===== src/include/sbsf_pkg.sv =====
`default_nettype none
package sbsf_pkg;

  // ==========================================================================
  // Bus geometry
  localparam int unsigned SBSF_ADDR_W = 12;
  localparam int unsigned SBSF_DATA_W = 32;
  localparam int unsigned SBSF_SEL_W  = 4;
  localparam int unsigned SBSF_REG_W  = 8;

  // ==========================================================================
  // Register byte offsets
  localparam logic [11:0] SBSF_STATUS_OFS = 12'hb08;
  localparam logic [11:0] SBSF_MASK_OFS   = 12'hb0c;

  // ==========================================================================
  // Status field positions
  localparam int unsigned SBSF_TX_FULL_BIT  = 7;
  localparam int unsigned SBSF_TX_EMPTY_BIT = 6;
  localparam int unsigned SBSF_TX_SLIP_BIT  = 5;
  localparam int unsigned SBSF_LOOP_BIT     = 4;
  localparam int unsigned SBSF_MFLOCK_BIT   = 3;
  localparam int unsigned SBSF_RX_FULL_BIT  = 2;
  localparam int unsigned SBSF_RX_EMPTY_BIT = 1;
  localparam int unsigned SBSF_RX_SLIP_BIT  = 0;

  // Directions index the per-buffer event arrays.
  localparam int unsigned SBSF_DIR_RX = 0;
  localparam int unsigned SBSF_DIR_TX = 1;
  localparam int unsigned SBSF_NDIR   = 2;

  // ==========================================================================
  // Reset values and masks
  localparam logic [7:0]  SBSF_STATUS_RST = 8'he7 & 8'h00;
  localparam logic [7:0]  SBSF_MASK_RST   = 8'h00;
  localparam logic [7:0]  SBSF_EVENT_BITS = 8'he7;
  localparam logic [31:0] SBSF_DATA_ZERO  = 32'h0000_0000;
  localparam logic [23:0] SBSF_PAD_ZERO   = 24'h00_0000;

  // Number of synchroniser stages a lock level passes before the agreement register.
  localparam int unsigned SBSF_SYNC_STAGES = 3;

endpackage : sbsf_pkg
`default_nettype wire


===== src/hw/sbsf_level_sync.sv =====
`timescale 1ns/1ps
`default_nettype none
module sbsf_level_sync #(
  parameter int unsigned WIDTH = 2
) (
  // Clock and reset
  input  wire logic             ref_clk_in,
  input  wire logic             rst_in,
  // Levels from the framer
  input  wire logic [WIDTH-1:0] level_in,
  output var  logic [WIDTH-1:0] level_out
);
  import sbsf_pkg::*;

  logic [WIDTH-1:0] meta_q;
  logic [WIDTH-1:0] stage2_q;
  logic [WIDTH-1:0] stage3_q;
  logic [WIDTH-1:0] level_q;
  logic [WIDTH-1:0] agree;

  // ==========================================================================
  // Checks
  if (WIDTH < 1) begin : g_bad_width
    $error("sbsf_level_sync needs at least one level");
  end

  // A change counts only once the second and third stage agree, which
  // filters a single late-settling sample at the cost of one cycle.
  assign agree = ~(stage2_q ^ stage3_q);

  // The first stage feeds only the second stage.
  always_ff @(posedge ref_clk_in) begin
    if (rst_in) begin
      meta_q   <= '0;
      stage2_q <= '0;
      stage3_q <= '0;
      level_q  <= '0;
    end else begin
      meta_q   <= level_in;
      stage2_q <= meta_q;
      stage3_q <= stage2_q;
      level_q  <= (agree & stage3_q) | (~agree & level_q);
    end
  end

  assign level_out = level_q;

endmodule : sbsf_level_sync
`default_nettype wire


===== src/hw/sbsf_status_regs.sv =====
`timescale 1ns/1ps
`default_nettype none
module sbsf_status_regs #(
  parameter int unsigned ADDR_W = sbsf_pkg::SBSF_ADDR_W
) (
  // Clock and reset
  input  wire logic                         ref_clk_in,
  input  wire logic                         rst_in,
  // Wishbone classic slave
  input  wire logic                         wb_cyc_in,
  input  wire logic                         wb_stb_in,
  input  wire logic                         wb_we_in,
  input  wire logic [ADDR_W-1:0]            wb_adr_in,
  input  wire logic [sbsf_pkg::SBSF_SEL_W-1:0]  wb_sel_in,
  input  wire logic [sbsf_pkg::SBSF_DATA_W-1:0] wb_dat_in,
  output var  logic [sbsf_pkg::SBSF_DATA_W-1:0] wb_dat_out,
  output var  logic                         wb_ack_out,
  // Transmit slip buffer accesses, same clock
  input  wire logic                         tx_buf_write_in,
  input  wire logic                         tx_buf_full_in,
  input  wire logic                         tx_buf_read_in,
  input  wire logic                         tx_buf_empty_in,
  // Receive slip buffer accesses, same clock
  input  wire logic                         rx_buf_write_in,
  input  wire logic                         rx_buf_full_in,
  input  wire logic                         rx_buf_read_in,
  input  wire logic                         rx_buf_empty_in,
  // Framer lock levels, asynchronous
  input  wire logic                         loop_carrier_frame_sync_in,
  input  wire logic                         multiframe_lock_in,
  // Frame slip commands to the buffer datapath
  output var  logic                         tx_frame_discard_out,
  output var  logic                         tx_frame_repeat_out,
  output var  logic                         rx_frame_discard_out,
  output var  logic                         rx_frame_repeat_out,
  // Interrupt
  output var  logic                         irq_out
);
  import sbsf_pkg::*;

  // ==========================================================================
  // Status register layout
  // Bit 7 records a transmit write into a full store: a dropped frame.
  // Bit 6 records a transmit read from an empty store: a repeated frame.
  // Bit 5 records a transmit slip of either kind.
  // Bit 4 shows live whether loop carrier framing is in sync.
  // Bit 3 shows live whether the receive framer holds multiframe lock.
  // Bit 2 records a receive write into a full store: a dropped frame.
  // Bit 1 records a receive read from an empty store: a repeated frame.
  // Bit 0 records a receive slip of either kind.
  // Recorded bits clear on a read of the register or where ones are
  // written to them; the mask register shares the layout.
  // A slip bit alone cannot say which kind of slip it was, so software
  // looks at the full and empty bits beside it.

  // ==========================================================================
  // Checks
  // The decoder compares offset bits 11 to 2, so narrower buses fail.
  if (ADDR_W < SBSF_ADDR_W) begin : g_bad_addr
    $error("sbsf_status_regs needs at least 12 address bits");
  end

  // The read word is the status byte padded with zeros; a package edit
  // that breaks the sum would move the flags out of lane 0.
  if (SBSF_REG_W + $bits(SBSF_PAD_ZERO) != SBSF_DATA_W) begin : g_bad_pad
    $error("sbsf_status_regs status byte and padding must fill the word");
  end

  // The top field must sit inside the status byte; the others lie below.
  if (SBSF_TX_FULL_BIT >= SBSF_REG_W) begin : g_bad_field
    $error("sbsf_status_regs field position beyond the status byte");
  end

  // Lock bits are live levels; were they among the recorded bits, a read
  // would clear a level that the framer still drives.
  localparam logic LOCK_IN_EVENTS = SBSF_EVENT_BITS[SBSF_LOOP_BIT]
                                  | SBSF_EVENT_BITS[SBSF_MFLOCK_BIT];
  if (LOCK_IN_EVENTS) begin : g_bad_lock_bits
    $error("sbsf_status_regs lock bits must not be recorded bits");
  end

  // Status and mask need words of their own, or a mask write would also
  // clear status and a read could not tell the two apart.
  if ((SBSF_STATUS_OFS >> 2) == (SBSF_MASK_OFS >> 2)) begin : g_same_word
    $error("sbsf_status_regs status and mask share one word");
  end

  // ==========================================================================
  // Address decode
  // Registers are aligned words; the two low address bits are ignored.
  // Comparing whole words keeps a byte access to a neighbouring register
  // from reaching this one.
  function automatic logic f_hit(input logic [ADDR_W-1:0] adr,
                                 input logic [11:0]       ofs);
    logic [ADDR_W-1:0] wide;
    wide = ADDR_W'(ofs);
    return adr[ADDR_W-1:2] == wide[ADDR_W-1:2];
  endfunction : f_hit

  // ==========================================================================
  // Declarations
  // Stored state and its next values.
  logic                     ack_q;
  logic                     ack_d;
  logic [SBSF_DATA_W-1:0]   dat_q;
  logic [SBSF_DATA_W-1:0]   dat_d;
  logic [SBSF_REG_W-1:0]    status_q;
  logic [SBSF_REG_W-1:0]    status_d;
  logic [SBSF_REG_W-1:0]    mask_q;
  logic [SBSF_REG_W-1:0]    mask_d;
  logic                     irq_q;
  logic                     irq_d;
  logic [SBSF_NDIR-1:0]     discard_q;
  logic [SBSF_NDIR-1:0]     repeat_q;

  // Bus request decode.
  wire logic                req;
  wire logic                rd;
  wire logic                wr;
  wire logic                hit_status;
  wire logic                hit_mask;
  wire logic                lane0;
  wire logic                rd_status;
  wire logic                wr_status;
  wire logic                wr_mask;

  // Per-direction views of the buffer strobes and their events.
  wire logic [SBSF_NDIR-1:0] buf_write;
  wire logic [SBSF_NDIR-1:0] buf_full;
  wire logic [SBSF_NDIR-1:0] buf_read;
  wire logic [SBSF_NDIR-1:0] buf_empty;
  logic [SBSF_NDIR-1:0]      ev_full;
  logic [SBSF_NDIR-1:0]      ev_empty;
  logic [SBSF_NDIR-1:0]      ev_slip;

  // Lock levels and the status byte as assembled for a read.
  logic [1:0]               lock_sync;
  wire logic [SBSF_REG_W-1:0] ev_set;
  wire logic [SBSF_REG_W-1:0] rd_clear;
  wire logic [SBSF_REG_W-1:0] wr_clear;
  wire logic [SBSF_REG_W-1:0] lock_bits;
  wire logic [SBSF_REG_W-1:0] status_view;

  // ==========================================================================
  // Lock synchroniser
  // Both lock levels come from the receive framer, outside this clock.
  // Each level passes three stages and an agreement register, so a status
  // read sees a change three to four cycles late, far inside one frame.
  sbsf_level_sync #(
    .WIDTH (2)
  ) u_lock_sync (
    .ref_clk_in (ref_clk_in),
    .rst_in     (rst_in),
    .level_in   ({loop_carrier_frame_sync_in, multiframe_lock_in}),
    .level_out  (lock_sync)
  );

  // ==========================================================================
  // Slip event detection
  // The stores raise full and empty themselves; this block only watches
  // the strobes and never stalls them, so a slip is recorded in the same
  // cycle in which the datapath is told to move a frame.
  // Pack both buffers so one loop serves receive and transmit alike.
  assign buf_write[SBSF_DIR_TX] = tx_buf_write_in;
  assign buf_full[SBSF_DIR_TX]  = tx_buf_full_in;
  assign buf_read[SBSF_DIR_TX]  = tx_buf_read_in;
  assign buf_empty[SBSF_DIR_TX] = tx_buf_empty_in;
  assign buf_write[SBSF_DIR_RX] = rx_buf_write_in;
  assign buf_full[SBSF_DIR_RX]  = rx_buf_full_in;
  assign buf_read[SBSF_DIR_RX]  = rx_buf_read_in;
  assign buf_empty[SBSF_DIR_RX] = rx_buf_empty_in;

  for (genvar d = 0; d < SBSF_NDIR; d++) begin : g_dir
    // A write into a full store drops a frame; a read from an empty
    // store repeats one. Either is a slip.
    assign ev_full[d]  = buf_write[d] & buf_full[d];
    assign ev_empty[d] = buf_read[d] & buf_empty[d];
    assign ev_slip[d]  = ev_full[d] | ev_empty[d];

    // The datapath acts on these one-cycle commands to move its
    // pointers by a whole frame.
    always_ff @(posedge ref_clk_in) begin
      if (rst_in) begin
        discard_q[d] <= 1'b0;
        repeat_q[d]  <= 1'b0;
      end else begin
        discard_q[d] <= ev_full[d];
        repeat_q[d]  <= ev_empty[d];
      end
    end
  end

  // Event bits laid out in register order; lock bits stay zero here.
  assign ev_set[SBSF_TX_FULL_BIT]  = ev_full[SBSF_DIR_TX];
  assign ev_set[SBSF_TX_EMPTY_BIT] = ev_empty[SBSF_DIR_TX];
  assign ev_set[SBSF_TX_SLIP_BIT]  = ev_slip[SBSF_DIR_TX];
  assign ev_set[SBSF_LOOP_BIT]     = 1'b0;
  assign ev_set[SBSF_MFLOCK_BIT]   = 1'b0;
  assign ev_set[SBSF_RX_FULL_BIT]  = ev_full[SBSF_DIR_RX];
  assign ev_set[SBSF_RX_EMPTY_BIT] = ev_empty[SBSF_DIR_RX];
  assign ev_set[SBSF_RX_SLIP_BIT]  = ev_slip[SBSF_DIR_RX];

  // ==========================================================================
  // Lock view
  // Lock bits are live levels, never stored, so writes cannot touch them.
  // Only the two lock positions carry a level; the recorded bits come
  // from the stored flags and are tied low in this view.
  assign lock_bits[SBSF_TX_FULL_BIT]  = 1'b0;
  assign lock_bits[SBSF_TX_EMPTY_BIT] = 1'b0;
  assign lock_bits[SBSF_TX_SLIP_BIT]  = 1'b0;
  assign lock_bits[SBSF_LOOP_BIT]     = lock_sync[1];
  assign lock_bits[SBSF_MFLOCK_BIT]   = lock_sync[0];
  assign lock_bits[SBSF_RX_FULL_BIT]  = 1'b0;
  assign lock_bits[SBSF_RX_EMPTY_BIT] = 1'b0;
  assign lock_bits[SBSF_RX_SLIP_BIT]  = 1'b0;

  assign status_view = (status_q & SBSF_EVENT_BITS) | lock_bits;

  // ==========================================================================
  // Bus request decode
  // A request is taken on the first edge that sees cyc and stb high with
  // ack low. A write or a clearing read acts on that edge, and ack and the
  // read word stand for exactly the next cycle. The read word is the view
  // from before the clear, so an event in the taking cycle is not lost but
  // shows up on the following read.
  // Only lane 0 carries the byte; a request with that lane off is answered
  // but neither writes nor clears.
  // A request is taken once; the registered ack blocks a second take.
  assign req        = wb_cyc_in & wb_stb_in & ~ack_q;
  assign rd         = req & ~wb_we_in;
  assign wr         = req & wb_we_in;
  assign hit_status = f_hit(wb_adr_in, SBSF_STATUS_OFS);
  assign hit_mask   = f_hit(wb_adr_in, SBSF_MASK_OFS);
  assign lane0      = wb_sel_in[0];
  assign rd_status  = rd & hit_status & lane0;
  assign wr_status  = wr & hit_status & lane0;
  assign wr_mask    = wr & hit_mask & lane0;

  // ==========================================================================
  // Flag clearing
  // Write-one-to-clear lets software that polls the interrupt line retire
  // the bits it has handled without disturbing the others.
  // A read clears every event flag; a written one clears that flag alone.
  assign rd_clear = rd_status ? SBSF_EVENT_BITS : '0;
  assign wr_clear = wr_status ? (wb_dat_in[SBSF_REG_W-1:0]
                                 & SBSF_EVENT_BITS) : '0;

  // Set is applied after clear, so a same-cycle event survives the read.
  always_comb begin
    status_d = ((status_q & ~rd_clear & ~wr_clear) | ev_set)
               & SBSF_EVENT_BITS;
    mask_d   = wr_mask ? (wb_dat_in[SBSF_REG_W-1:0] & SBSF_EVENT_BITS)
                       : mask_q;
    irq_d    = |(status_d & mask_d);
  end

  // ==========================================================================
  // Read data and acknowledge
  // Unmapped addresses still ack with zero data so a master never hangs.
  // The word is registered with ack and is zero in every other cycle, so a
  // master that samples late sees zero rather than stale flags.
  always_comb begin
    ack_d = req;
    dat_d = SBSF_DATA_ZERO;
    if (rd && hit_status) begin
      dat_d = {SBSF_PAD_ZERO, status_view};
    end else if (rd && hit_mask) begin
      dat_d = {SBSF_PAD_ZERO, mask_q};
    end
  end

  // ==========================================================================
  // Register state
  // Lock bits are not stored, so after a reset they read zero until the
  // synchroniser has settled on the framer's levels again.
  always_ff @(posedge ref_clk_in) begin
    if (rst_in) begin
      ack_q    <= 1'b0;
      dat_q    <= SBSF_DATA_ZERO;
      status_q <= SBSF_STATUS_RST;
      mask_q   <= SBSF_MASK_RST;
      irq_q    <= 1'b0;
    end else begin
      ack_q    <= ack_d;
      dat_q    <= dat_d;
      status_q <= status_d;
      mask_q   <= mask_d;
      irq_q    <= irq_d;
    end
  end

  // ==========================================================================
  // Outputs
  // Every output is a flip-flop, so the datapath sees clean pulses.
  // The frame commands lag the strobes by one cycle; the datapath must not
  // assume that a strobe in that next cycle already sees the move.
  assign wb_ack_out           = ack_q;
  assign wb_dat_out           = dat_q;
  assign irq_out              = irq_q;
  assign tx_frame_discard_out = discard_q[SBSF_DIR_TX];
  assign tx_frame_repeat_out  = repeat_q[SBSF_DIR_TX];
  assign rx_frame_discard_out = discard_q[SBSF_DIR_RX];
  assign rx_frame_repeat_out  = repeat_q[SBSF_DIR_RX];

endmodule : sbsf_status_regs
`default_nettype wire


===== config.mk =====
export PLATFORM = sky130hd
export DESIGN_NAME = sbsf_status_regs
export DESIGN_NICKNAME = d
export VERILOG_FILES = /design/src/include/sbsf_pkg.sv /design/src/hw/sbsf_level_sync.sv /design/src/hw/sbsf_status_regs.sv
export SDC_FILE = /design/constraint.sdc
export NUM_CORES = 1
export LEC_CHECK = 0
export BUFFER_PORTS_ARGS = -buffer_cell sky130_fd_sc_hd__clkbuf_2
export CORE_ASPECT_RATIO = 0.5
export CORE_UTILIZATION = 43
export CTS_CLUSTER_SIZE = 30
export DETAILED_ROUTE_END_ITERATION = 8
export PLACE_DENSITY = 0.83
export SLEW_MARGIN = 30
export SYNTH_ARGS = -nofsm -noshare
export SYNTH_HDL_FRONTEND = slang
export SYNTH_HIERARCHICAL = 1
export SYNTH_SLANG_ARGS = --single-unit

===== constraint.sdc =====
create_clock -name ref_clk_in -period 3.9 [get_ports ref_clk_in]
set_input_delay 0.78 -clock ref_clk_in [delete_from_list [all_inputs] [get_ports ref_clk_in]]
set_output_delay 0.78 -clock ref_clk_in [all_outputs]
set_load 0.02 [all_outputs]

==> out/results.txt, run 1 <==
top post-synthesis cells by area: dfxtp_1 (47%), buf_4 (13%), mux2i_1 (8.4%)
Vias/cell: 4.68
status: finished clean
Clock Path Buffers: 2
Die ar.: 3590 um^2
YS warnings: 6
Die Width: 83.8 um
IO buf count: 45
Root Buffer: clkbuf_8
layout cells sized above 1: 0.311
DRC: 0
gr ovfl total: 0
initial antenna violation count: 0
max_cap viols: 0
DIE HEIGHT: 42.9 um
hold_ws: 0.444 ns
Final nets: 258
HP Class: register to register
Clk pin slew, worst setup/hold paths: 0.07 ns
crit path DAT: 2.88 ns
number of gates resized after cts: 0
post-synthesis cell type count: 30
CP max stage cell: nor4_4
Synth Instances: 149
startpoint types: input pin
Final WS setup: 1.18 ns
Wirelength per Cell: 11.8 um
drt initial violations: 39
min cycle time layout: 2.72 ns
worst setup path class: input pin to register
final worst-path cycle share: 0.696
unrepaired setup endpoints after global routing: false
leading area contributor after synthesis: dfxtp_1
All-Layer GR Usage: 0.169
Yosys top cell area share: 0.473
CP max stage delay: 0.61 ns
Crit path depth: 6
FF/Latch Area: 681 um^2
slew margin rel.: 0.597
PwrDens: 481 nW/um^2
Post-Syn Area: 1440 um^2
TritonCTS clock tree: done
first-pass GRT wire length: 4440 um
post-synthesis sequential area ratio: 0.473
H-tree Lvls: 2
Worst-Skew Late Latency: 0.29 ns
number of global-route vias before repair: 1,019
Critical Path Sink Type: register
Avg Cell Area, Syn: 9.65 um^2
Place WS: 0.903 ns
post-route ant nets: 0
num rows: 14
initial cell density of the core: 0.466
Post-CTS Repair Setup Buffers: 0
fill cell count: 245
clk_skew: 0.00781 ns
Final Hold Fails: 0
Layout area overhead: 20.6%
Final Util: 0.563
CTS sink cnt: 34
largest net degree at the start of global routing: 27
Yosys reg bits: 34
# setup viols final: 0
CP required: 4.07 ns
Pwr Total: 0.835 mW
Static Leak: 0.789 nW
area of the multi-input gates: 632 um^2
Setup TNS: 0 ns
hpwl dp: 1930 um
number of diodes: 0
Bufs and invs on worst path: 1
core footprint: 3080 um^2
io pins: 101
GPL Wtd Cong: 0.771
CTS Buf Count: 5
vias post-DR: 1,105
VDD IR max: 247 uV
Top Family by Delay on Critical Path: simple AND/OR/NAND/NOR gates
hold buffers post-CTS: 0
critical-path cell list: clkbuf_2 -> or4_4 -> nor4_4 -> mux2i_1 -> o22ai_1 -> o41a_1
total wire length: 2790 um
fin. max-slew vios: 0
worst reg2reg path depth: 5
Least-Margin Pin Slew: 0.601 ns
cell count of the worst hold path: 1
Max Fanout on Critical Path: 6
DR pass1 iterations: 4
fmax: 368 MHz
cell type report:
class	count	share of cell area
timing repair buffer	45	0.130
clock inverter	2	0.0346
sequential	34	0.392
inverter	1	0.00216
clock buffer	6	0.0476
multi-input combinational	108	0.364
tap	40	0.0289
cells by family after synthesis:
kind of cell | share of synthesized area
muxes | 0.0836
DFF | 0.473
AOI/OAI and AO/OA | 0.0879
buffers and inverters | 0.147
other | 0.00261
and+or+nand+nor | 0.205
final timing paths:
kind                                          from                                  to  slack [ns]
hold / removal    u_lock_sync/meta_q[0]$_SDFF_PP0_  u_lock_sync/stage2_q[0]$_SDFF_PP0_        0.44
setup reg to reg             wb_ack_out$_SDFF_PP0_                  irq_out$_SDFF_PP0_        1.77
setup / recovery                      wb_adr_in[5]                  irq_out$_SDFF_PP0_        1.18
hold reg to reg   u_lock_sync/meta_q[0]$_SDFF_PP0_  u_lock_sync/stage2_q[0]$_SDFF_PP0_        0.44
power by group:
part	switching (mW)	total, mW	internal (mW)
logic	0.0499	0.0751	0.0252
clock network	0.125	0.397	0.273
registers	0.00542	0.362	0.357
total	0.180	0.835	0.655
through the flow:
stage,cells,instance area [um^2]
floorplan,172,1520
finish,236,1730
CTS,236,1730
detailed placement,228,1590
global placement,228,1590
global route,236,1730
Yosys cell counts:
| cell type | number |
|---|---|
| mux2i_1 | 12 |
| buf_1 | 1 |
| clkbuf_1 | 2 |
| nand4_1 | 1 |
| or4bb_1 | 1 |
| buf_4 | 24 |
| conb_1 | 1 |
| nor4_4 | 1 |
| nor3b_1 | 2 |
| a21oi_2 | 4 |
| nor4bb_1 | 1 |
| o211ai_1 | 1 |
| o21ai_1 | 3 |
| o41a_1 | 1 |
| nor2_1 | 21 |
| inv_1 | 1 |
| nand3_1 | 1 |
| o21ai_0 | 3 |
| nand4b_1 | 1 |
| nand2_1 | 10 |
| o22ai_1 | 2 |
| buf_6 | 1 |
| nor2b_1 | 7 |
| nor2b_2 | 1 |
| a21oi_1 | 6 |
| buf_2 | 1 |
| nand3b_1 | 2 |
| dfxtp_1 | 34 |
| nand4bb_1 | 1 |
| or4_4 | 2 |
layout by cell type (no fill, tap or decap):
cell type	instances
o21ai_1	3
a21oi_2	4
nand4bb_1	1
nor3b_1	2
mux2i_1	12
a21oi_1	6
nand3_1	1
o41a_1	1
inv_1	1
nand2_1	10
nor2b_2	1
clkbuf_8	6
dfxtp_1	34
or4_4	2
o21ai_0	3
clkbuf_2	45
nor2_1	21
nand3b_1	2
nand4_1	1
bufinv_16	2
nand4b_1	1
conb_1	24
o211ai_1	1
nor4_4	1
or4bb_1	1
o22ai_1	2
nor4bb_1	1
nor2b_1	7
layer usage:
metal / wire length [um] / global-route usage
met2: 1390 / 0.293
met5: 0 / 0
met3: 180 / 0.0584
met4: 76 / 0.112
met1: 1140 / 0.180
flip-flops by register name, indices dropped and copies added (netlist names), named ones only:
register / flops
irq_out: 1
mask_q: 6
rx_frame_discard_out: 1
rx_frame_repeat_out: 1
status_q: 6
tx_frame_discard_out: 1
tx_frame_repeat_out: 1
u_lock_sync/meta_q: 2
u_lock_sync/stage2_q: 2
u_lock_sync/stage3_q: 2
wb_ack_out: 1
wb_dat_out: 8
Note: power is estimated with default switching activity, not from simulation.
==> run 2: changes to the inputs <==
--- a/config.mk
+++ b/config.mk
@@ -5,12 +5,13 @@
 export SDC_FILE = /design/constraint.sdc
 export NUM_CORES = 1
 export LEC_CHECK = 0
+export ABC_AREA = 1
 export BUFFER_PORTS_ARGS = -buffer_cell sky130_fd_sc_hd__clkbuf_2
 export CORE_ASPECT_RATIO = 0.5
-export CORE_UTILIZATION = 43
+export CORE_UTILIZATION = 42
 export CTS_CLUSTER_SIZE = 30
 export DETAILED_ROUTE_END_ITERATION = 8
-export PLACE_DENSITY = 0.83
+export PLACE_DENSITY = 0.79
 export SLEW_MARGIN = 30
 export SYNTH_ARGS = -nofsm -noshare
 export SYNTH_HDL_FRONTEND = slang
==> constraint.sdc (replaced) <==
create_clock -name ref_clk_in -period 2.7 [get_ports ref_clk_in]
set_input_delay 0.54 -clock ref_clk_in [delete_from_list [all_inputs] [get_ports ref_clk_in]]
set_output_delay 0.54 -clock ref_clk_in [all_outputs]
set_load 0.02 [all_outputs]
==> run 2 against run 1 <==
  * Clock skew down 0.0053 ns
  * Die area increased by 15%
  * Clock power down 10%
  * Final cell count up 30%
  * Largest cell class is now multi-input gates
  * Critical path type unchanged
==> out/results.txt, run 2 <==
Critical Path Sink Type: register (unchanged)
area of the multi-input gates: 691 um^2 (was 632 um^2)
CP max stage delay: 0.55 ns (was 0.61 ns)
hpwl dp: 2280 um (was 1930 um)
Static Leak: 0.963 nW (was 0.789 nW)
post-synthesis cell type count: 26 (was 30)
GPL Wtd Cong: 0.773 (was 0.771)
reg2reg start: wb_ack_out$_SDFF_PP0_ (unchanged)
Root Buffer: clkbuf_8 (unchanged)
min cycle time layout: 1.65 ns
hold buffers post-CTS: 0 (unchanged)
clk_skew: 0.00252 ns (was 0.00781 ns)
fill cell count: 311 (was 245)
Die Width: 89.8 um (was 83.8 um)
worst setup path class: input pin to register (unchanged)
initial cell density of the core: 0.456 (was 0.466)
cell count of the worst hold path: 2 (was 1)
initial antenna violation count: 0 (unchanged)
Post-CTS Repair Setup Buffers: 0 (unchanged)
number of diodes: 0 (unchanged)
Post-Syn Area: 1620 um^2 (was 1440 um^2)
DR pass1 iterations: 5 (was 4)
Setup TNS: 0 ns (unchanged)
Avg Cell Area, Syn: 7.74 um^2 (was 9.65 um^2)
Worst setup startpoint: wb_adr_in[10] (was wb_adr_in[5])
H-tree Lvls: 2 (unchanged)
vias post-DR: 1,328 (was 1,105)
drt initial violations: 69 (was 39)
Least-Margin Pin Slew: 0.566 ns (was 0.601 ns)
Synth Instances: 209 (was 149)
CTS sink cnt: 34 (unchanged)
layout cells sized above 1: 0.313 (was 0.311)
post-route ant nets: 0 (unchanged)
leading area contributor after synthesis: dfxtp_1 (unchanged)
most numerous cell in the Yosys netlist: nand2_1 (was dfxtp_1)
largest net degree at the start of global routing: 28 (was 27)
final worst-path cycle share: 0.610
slew margin rel.: 0.623 (was 0.597)
hold_ws: 0.409 ns (was 0.444 ns)
unrepaired setup endpoints after global routing: false (unchanged)
ys flop type: dfxtp_1 (unchanged)
Final Util: 0.529 (was 0.563)
number of global-route vias before repair: 1,182 (was 1,019)
Bufs and invs on worst path: 2 (was 1)
Clk pin slew, worst setup/hold paths: 0.06 ns (was 0.07 ns)
HP Class: register to register (unchanged)
Vias/cell: 4.33 (was 4.68)
fin. max-slew vios: 0 (unchanged)
max FFs per register: 8 (unchanged)
Post-synth EDFFs: 0 (unchanged)
Crit path depth: 7 (was 6)
worst reg2reg path depth: 4 (was 5)
Final Hold Fails: 0 (unchanged)
DIE HEIGHT: 45.9 um (was 42.9 um)
status: finished clean (unchanged)
YS warnings: 6 (unchanged)
Max Fanout on Critical Path: 8 (was 6)
number of gates resized after cts: 0 (unchanged)
FF/Latch Area: 681 um^2 (unchanged)
gr ovfl total: 0 (unchanged)
Yosys reg bits: 34 (unchanged)
first-pass GRT wire length: 4660 um (was 4440 um)
# setup viols final: 0 (unchanged)
list of most frequent post-synthesis cells: nand2_1 (39), dfxtp_1 (34), inv_1 (29), buf_4 (24), nor2_1 (23) (was dfxtp_1 (34), buf_4 (24), nor2_1 (21), mux2i_1 (12), nand2_1 (10))
Place WS: 0.771 ns (was 0.903 ns)
top post-synthesis cells by area: dfxtp_1 (42%), buf_4 (11%), nand2_1 (9.0%) (was dfxtp_1 (47%), buf_4 (13%), mux2i_1 (8.4%))
DRC: 0 (unchanged)
total wire length: 2930 um (was 2790 um)
startpoint types: input pin (unchanged)
Top Family by Delay on Critical Path: simple AND/OR/NAND/NOR gates (unchanged)
max_cap viols: 0 (unchanged)
Worst-Skew Late Latency: 0.27 ns (was 0.29 ns)
CTS Buf Count: 5 (unchanged)
Die ar.: 4120 um^2 (was 3590 um^2)
Final nets: 320 (was 258)
num rows: 15 (was 14)
All-Layer GR Usage: 0.148 (was 0.169)
VDD IR max: 171 uV (was 247 uV)
critical-path cell list: clkbuf_2 -> inv_2 -> nand2_1 -> nor2_2 -> nand2_2 -> or3_1 -> o21ai_2 (was clkbuf_2 -> or4_4 -> nor4_4 -> mux2i_1 -> o22ai_1 -> o41a_1)
most frequent cells in the layout: clkbuf_2 (45), nand2_1 (39), dfxtp_1 (34), inv_1 (29), conb_1 (24) (was clkbuf_2 (45), dfxtp_1 (34), conb_1 (24), nor2_1 (21), mux2i_1 (12))
most common cell after layout, fill and taps aside: clkbuf_2 (unchanged)
IO buf count: 45 (unchanged)
crit path DAT: 1.85 ns (was 2.88 ns)
hold path start: u_lock_sync/meta_q[0]$_SDFF_PP0_ (unchanged)
post-synthesis sequential area ratio: 0.421 (was 0.473)
core footprint: 3550 um^2 (was 3080 um^2)
CP required: 2.90 ns (was 4.07 ns)
Final WS setup: 1.05 ns (was 1.18 ns)
io pins: 101 (unchanged)
Clock Path Buffers: 2 (unchanged)
Layout area overhead: 16.0% (was 20.6%)
fmax: 607 MHz
fraction of registers with async set/reset: 0 (unchanged)
CP max stage cell: or3_1 (was nor4_4)
Yosys top cell area share: 0.421 (was 0.473)
PwrDens: 526 nW/um^2 (was 481 nW/um^2)
TritonCTS clock tree: done (unchanged)
Wirelength per Cell: 9.55 um (was 11.8 um)
run 2: cell types whose count changed after synthesis, sizes merged, moves of 4 or more:
cell   before  now
nor2       21   29
o21ai       6   13
nor2b       8    0
nand2      10   47
nand4       1    5
mux2i      12    0
nand3       1    7
inv         1   31
run 2: report_power, final:
group | total [mW] | internal [mW] | leakage [nW] | switching, mW
combinational | 0.109 | 0.0320 | 0.643 | 0.0774
clock | 0.357 | 0.196 | 0.0431 | 0.160
sequential | 0.521 | 0.515 | 0.277 | 0.00578
total | 0.987 | 0.743 | 0.963 | 0.244
run 2: kinds of logic after synthesis:
kind of cell | count (synthesis) | share of synthesized area
other | 1 | 0.00232
AOI/OAI and AO/OA | 23 | 0.0920
buffers and inverters | 60 | 0.206
DFF | 34 | 0.421
and+or+nand+nor | 91 | 0.279
run 2: area by class of cell:
cell class / instances / area share
Clock buffer: 6 / 0.0440
Inverter: 33 / 0.0713
Multi-Input combinational cell: 138 / 0.368
Sequential cell: 34 / 0.363
Tap cell: 51 / 0.0340
Timing Repair Buffer: 45 / 0.120
run 2: final timing paths:
path | end | slack [ns]
worst max-delay path | wb_dat_out[7]$_SDFF_PP0_ | 1.05
worst min-delay path | u_lock_sync/stage2_q[0]$_SDFF_PP0_ | 0.41
worst max register to register | wb_dat_out[7]$_SDFF_PP0_ | 1.10
worst min register to register | u_lock_sync/stage2_q[0]$_SDFF_PP0_ | 0.41
run 2: worst register-to-register path, stage by stage, from the launching register on:
cell and delay (ns):
dfxtp_1 0.33, nor3_1 0.29, inv_1 0.11, or3_1 0.59, o21ai_2 0.21
run 2: routing by layer:
layer	global-route usage	routed length [um]
met1	0.150	1250
met2	0.294	1510
met3	0.0417	126
met4	0.0852	43
met5	0	0
run 2: metrics by stage:
step	std cells	area, um^2	total power [mW]
after floorplan	232	1700	0.631
after detailed placement	301	1790	0.641
after CTS	307	1880	0.995
after global routing	307	1880	1.03
final	307	1880	0.987
after global placement	301	1790	0.638
==> run 3: changes to the inputs <==
--- a/config.mk
+++ b/config.mk
@@ -5,13 +5,13 @@
 export SDC_FILE = /design/constraint.sdc
 export NUM_CORES = 1
 export LEC_CHECK = 0
-export ABC_AREA = 1
+export ABC_AREA = 0
 export BUFFER_PORTS_ARGS = -buffer_cell sky130_fd_sc_hd__clkbuf_2
 export CORE_ASPECT_RATIO = 0.5
-export CORE_UTILIZATION = 42
+export CORE_UTILIZATION = 40
 export CTS_CLUSTER_SIZE = 30
 export DETAILED_ROUTE_END_ITERATION = 8
-export PLACE_DENSITY = 0.79
+export PLACE_DENSITY = 0.78
 export SLEW_MARGIN = 30
 export SYNTH_ARGS = -nofsm -noshare
 export SYNTH_HDL_FRONTEND = slang
==> constraint.sdc (replaced) <==
create_clock -name ref_clk_in -period 1.56 [get_ports ref_clk_in]
set_input_delay 0.312 -clock ref_clk_in [delete_from_list [all_inputs] [get_ports ref_clk_in]]
set_output_delay 0.312 -clock ref_clk_in [all_outputs]
set_load 0.02 [all_outputs]
==> run 3 against run 2 <==
  * The run now ends with negative setup slack left
  * Setup slack got worse by 1.6 ns
  * Utilization increased by 11 points
  * Clock power increased by 92%
  * Highest routed layer unchanged
  * Clock skew increased by 0.0066 ns
  * Total power increased by 88%
  * Clock-buffer cell count unchanged
  * Die area decreased by 6.5%
  * Non-clock buffer count increased by 23
  * Final cell count decreased by 13%
==> out/results.txt, run 3 (synthesis gave the netlist of run 1 again) <==
CP required: 1.74 ns (was 2.90 ns)
max FFs per register: 8 (unchanged)
TritonCTS clock tree: done (unchanged)
H-tree Lvls: 2 (unchanged)
Final Util: 0.639 (was 0.529)
failing checks: negative setup slack
number of global-route vias before repair: 1,211 (was 1,182)
min cycle time layout: 2.10 ns
Final Hold Fails: 0 (unchanged)
Top Family by Delay on Critical Path: simple AND/OR/NAND/NOR gates (unchanged)
worst reg2reg path depth: 5 (was 4)
startpoint types: input pin (unchanged)
io pins: 101 (unchanged)
status: finished, violations left (was finished clean)
max_cap viols: 0 (unchanged)
Clock Path Buffers: 2 (unchanged)
final worst-path cycle share: 1.34
initial antenna violation count: 0 (unchanged)
Clk pin slew, worst setup/hold paths: 0.08 ns (was 0.06 ns)
vias post-DR: 1,257 (was 1,328)
All-Layer GR Usage: 0.207 (was 0.148)
Crit path depth: 6 (was 7)
unrepaired setup endpoints after global routing: true (was false)
Static Leak: 0.908 nW (was 0.963 nW)
most frequent cells in the layout: clkbuf_2 (44), dfxtp_1 (34), conb_1 (24), nor2_1 (16), buf_4 (12) (was clkbuf_2 (45), nand2_1 (39), dfxtp_1 (34), inv_1 (29), conb_1 (24))
drt initial violations: 42 (was 69)
Bufs and invs on worst path: 1 (was 2)
Die ar.: 3850 um^2 (was 4120 um^2)
PwrDens: 908 nW/um^2 (was 526 nW/um^2)
met2 usage in global routing: 0.389 (was 0.294)
global-route met3 utilization: 0.0597 (was 0.0417)
cell count of the worst hold path: 2 (unchanged)
worst setup path class: input pin to register (unchanged)
DR pass1 iterations: 4 (was 5)
first-pass GRT wire length: 5730 um (was 4660 um)
hpwl dp: 2270 um (was 2280 um)
met1 usage: 0.216 (was 0.150)
number of diodes: 0 (unchanged)
Root Buffer: clkbuf_8 (unchanged)
Layout area overhead: 42.4% (was 16.0%)
IO buf count: 45 (unchanged)
fin. max-slew vios: 0 (unchanged)
CP max stage cell: or4_4 (was or3_1)
VDD IR max: 390 uV (was 171 uV)
Final nets: 281 (was 320)
# setup viols final: 11 (was 0)
Critical Path Sink Type: register (unchanged)
CP max stage delay: 0.65 ns (was 0.55 ns)
CTS sink cnt: 34 (unchanged)
fmax: 477 MHz
largest net degree at the start of global routing: 26 (was 28)
critical-path cell list: buf_6 -> or4bb_1 -> or4_4 -> a21oi_2 -> o22ai_1 -> o41a_1 (was clkbuf_2 -> inv_2 -> nand2_1 -> nor2_2 -> nand2_2 -> or3_1 -> o21ai_2)
Die Width: 86.8 um (was 89.8 um)
CTS Buf Count: 5 (unchanged)
core footprint: 3210 um^2 (was 3550 um^2)
post-route ant nets: 0 (unchanged)
DIE HEIGHT: 44.4 um (was 45.9 um)
gr ovfl total: 0 (unchanged)
GPL Wtd Cong: 0.831 (was 0.773)
Wirelength per Cell: 13.9 um (was 9.55 um)
Final WS setup: -0.536 ns (was 1.05 ns)
Vias/cell: 4.71 (was 4.33)
initial cell density of the core: 0.448 (was 0.456)
clk_skew: 0.00911 ns (was 0.00252 ns)
layout cells sized above 1: 0.457 (was 0.313)
crit path DAT: 2.28 ns (was 1.85 ns)
total wire length: 3720 um (was 2930 um)
Worst-Skew Late Latency: 0.29 ns (was 0.27 ns)
num rows: 14 (was 15)
DRC: 0 (unchanged)
most common cell after layout, fill and taps aside: clkbuf_2 (unchanged)
Place WS: -0.838 ns (was 0.771 ns)
grt peak-use layer: met2 (unchanged)
Max Fanout on Critical Path: 6 (was 8)
hold buffers post-CTS: 0 (unchanged)
HP Class: input pin to register (was register to register)
## run 3: cell type report
class                      count  area, um^2
inverter                       1        3.75
sequential                    34         681
timing repair buffer          68         454
clock inverter                 2        12.5
fill                         238        1160
multi-input combinational    108         753
clock buffer                   6        82.6
tap                           48        60.1
## run 3: per-stage QoR
step | hold WS [ns] | power (mW) | std cells | TNS (ns) | area [um^2]
finish | 0.234 | 1.86 | 267 | -2.11 | 2050
global route | 0.239 | 1.93 | 267 | -2.67 | 2050
CTS | 0.232 | 1.83 | 264 | -1.45 | 1960
detailed placement | 0.430 | 1.13 | 251 | -7.15 | 1710
global placement | 0.416 | 1.12 | 251 | -6.66 | 1710
floorplan | 0.378 | 1.09 | 172 | -3.20 | 1520
## run 3: timing repair
| item | in CTS | in global routing |
|---|---|---|
| pin swaps | 13 | 5 |
| setup endpoints to repair | 11 | 20 |
| resized for setup | 24 | 15 |
| gates cloned | 0 | 0 |
| buffers inserted | 7 | 5 |
## run 3: metal layers
| metal | wire (um) | vias up |
|---|---|---|
| li1 | - | 595 |
| met1 | 1460 | 577 |
| met2 | 1870 | 72 |
| met3 | 279 | 13 |
| met4 | 112 | 0 |
| met5 | 0 | - |
## run 3: final timing paths
check | from | endpoint | slack (ns)
min reg2reg | u_lock_sync/meta_q[1]$_SDFF_PP0_ | u_lock_sync/stage2_q[1]$_SDFF_PP0_ | 0.44
max | wb_adr_in[2] | irq_out$_SDFF_PP0_ | -0.54
min | multiframe_lock_in | u_lock_sync/meta_q[0]$_SDFF_PP0_ | 0.23
max reg2reg | wb_ack_out$_SDFF_PP0_ | irq_out$_SDFF_PP0_ | -0.51
## run 3: where the power goes
group / internal, mW / total, mW / switching, mW
clock network: 0.355 / 0.684 / 0.329
registers: 0.892 / 0.911 / 0.0194
logic: 0.108 / 0.263 / 0.155
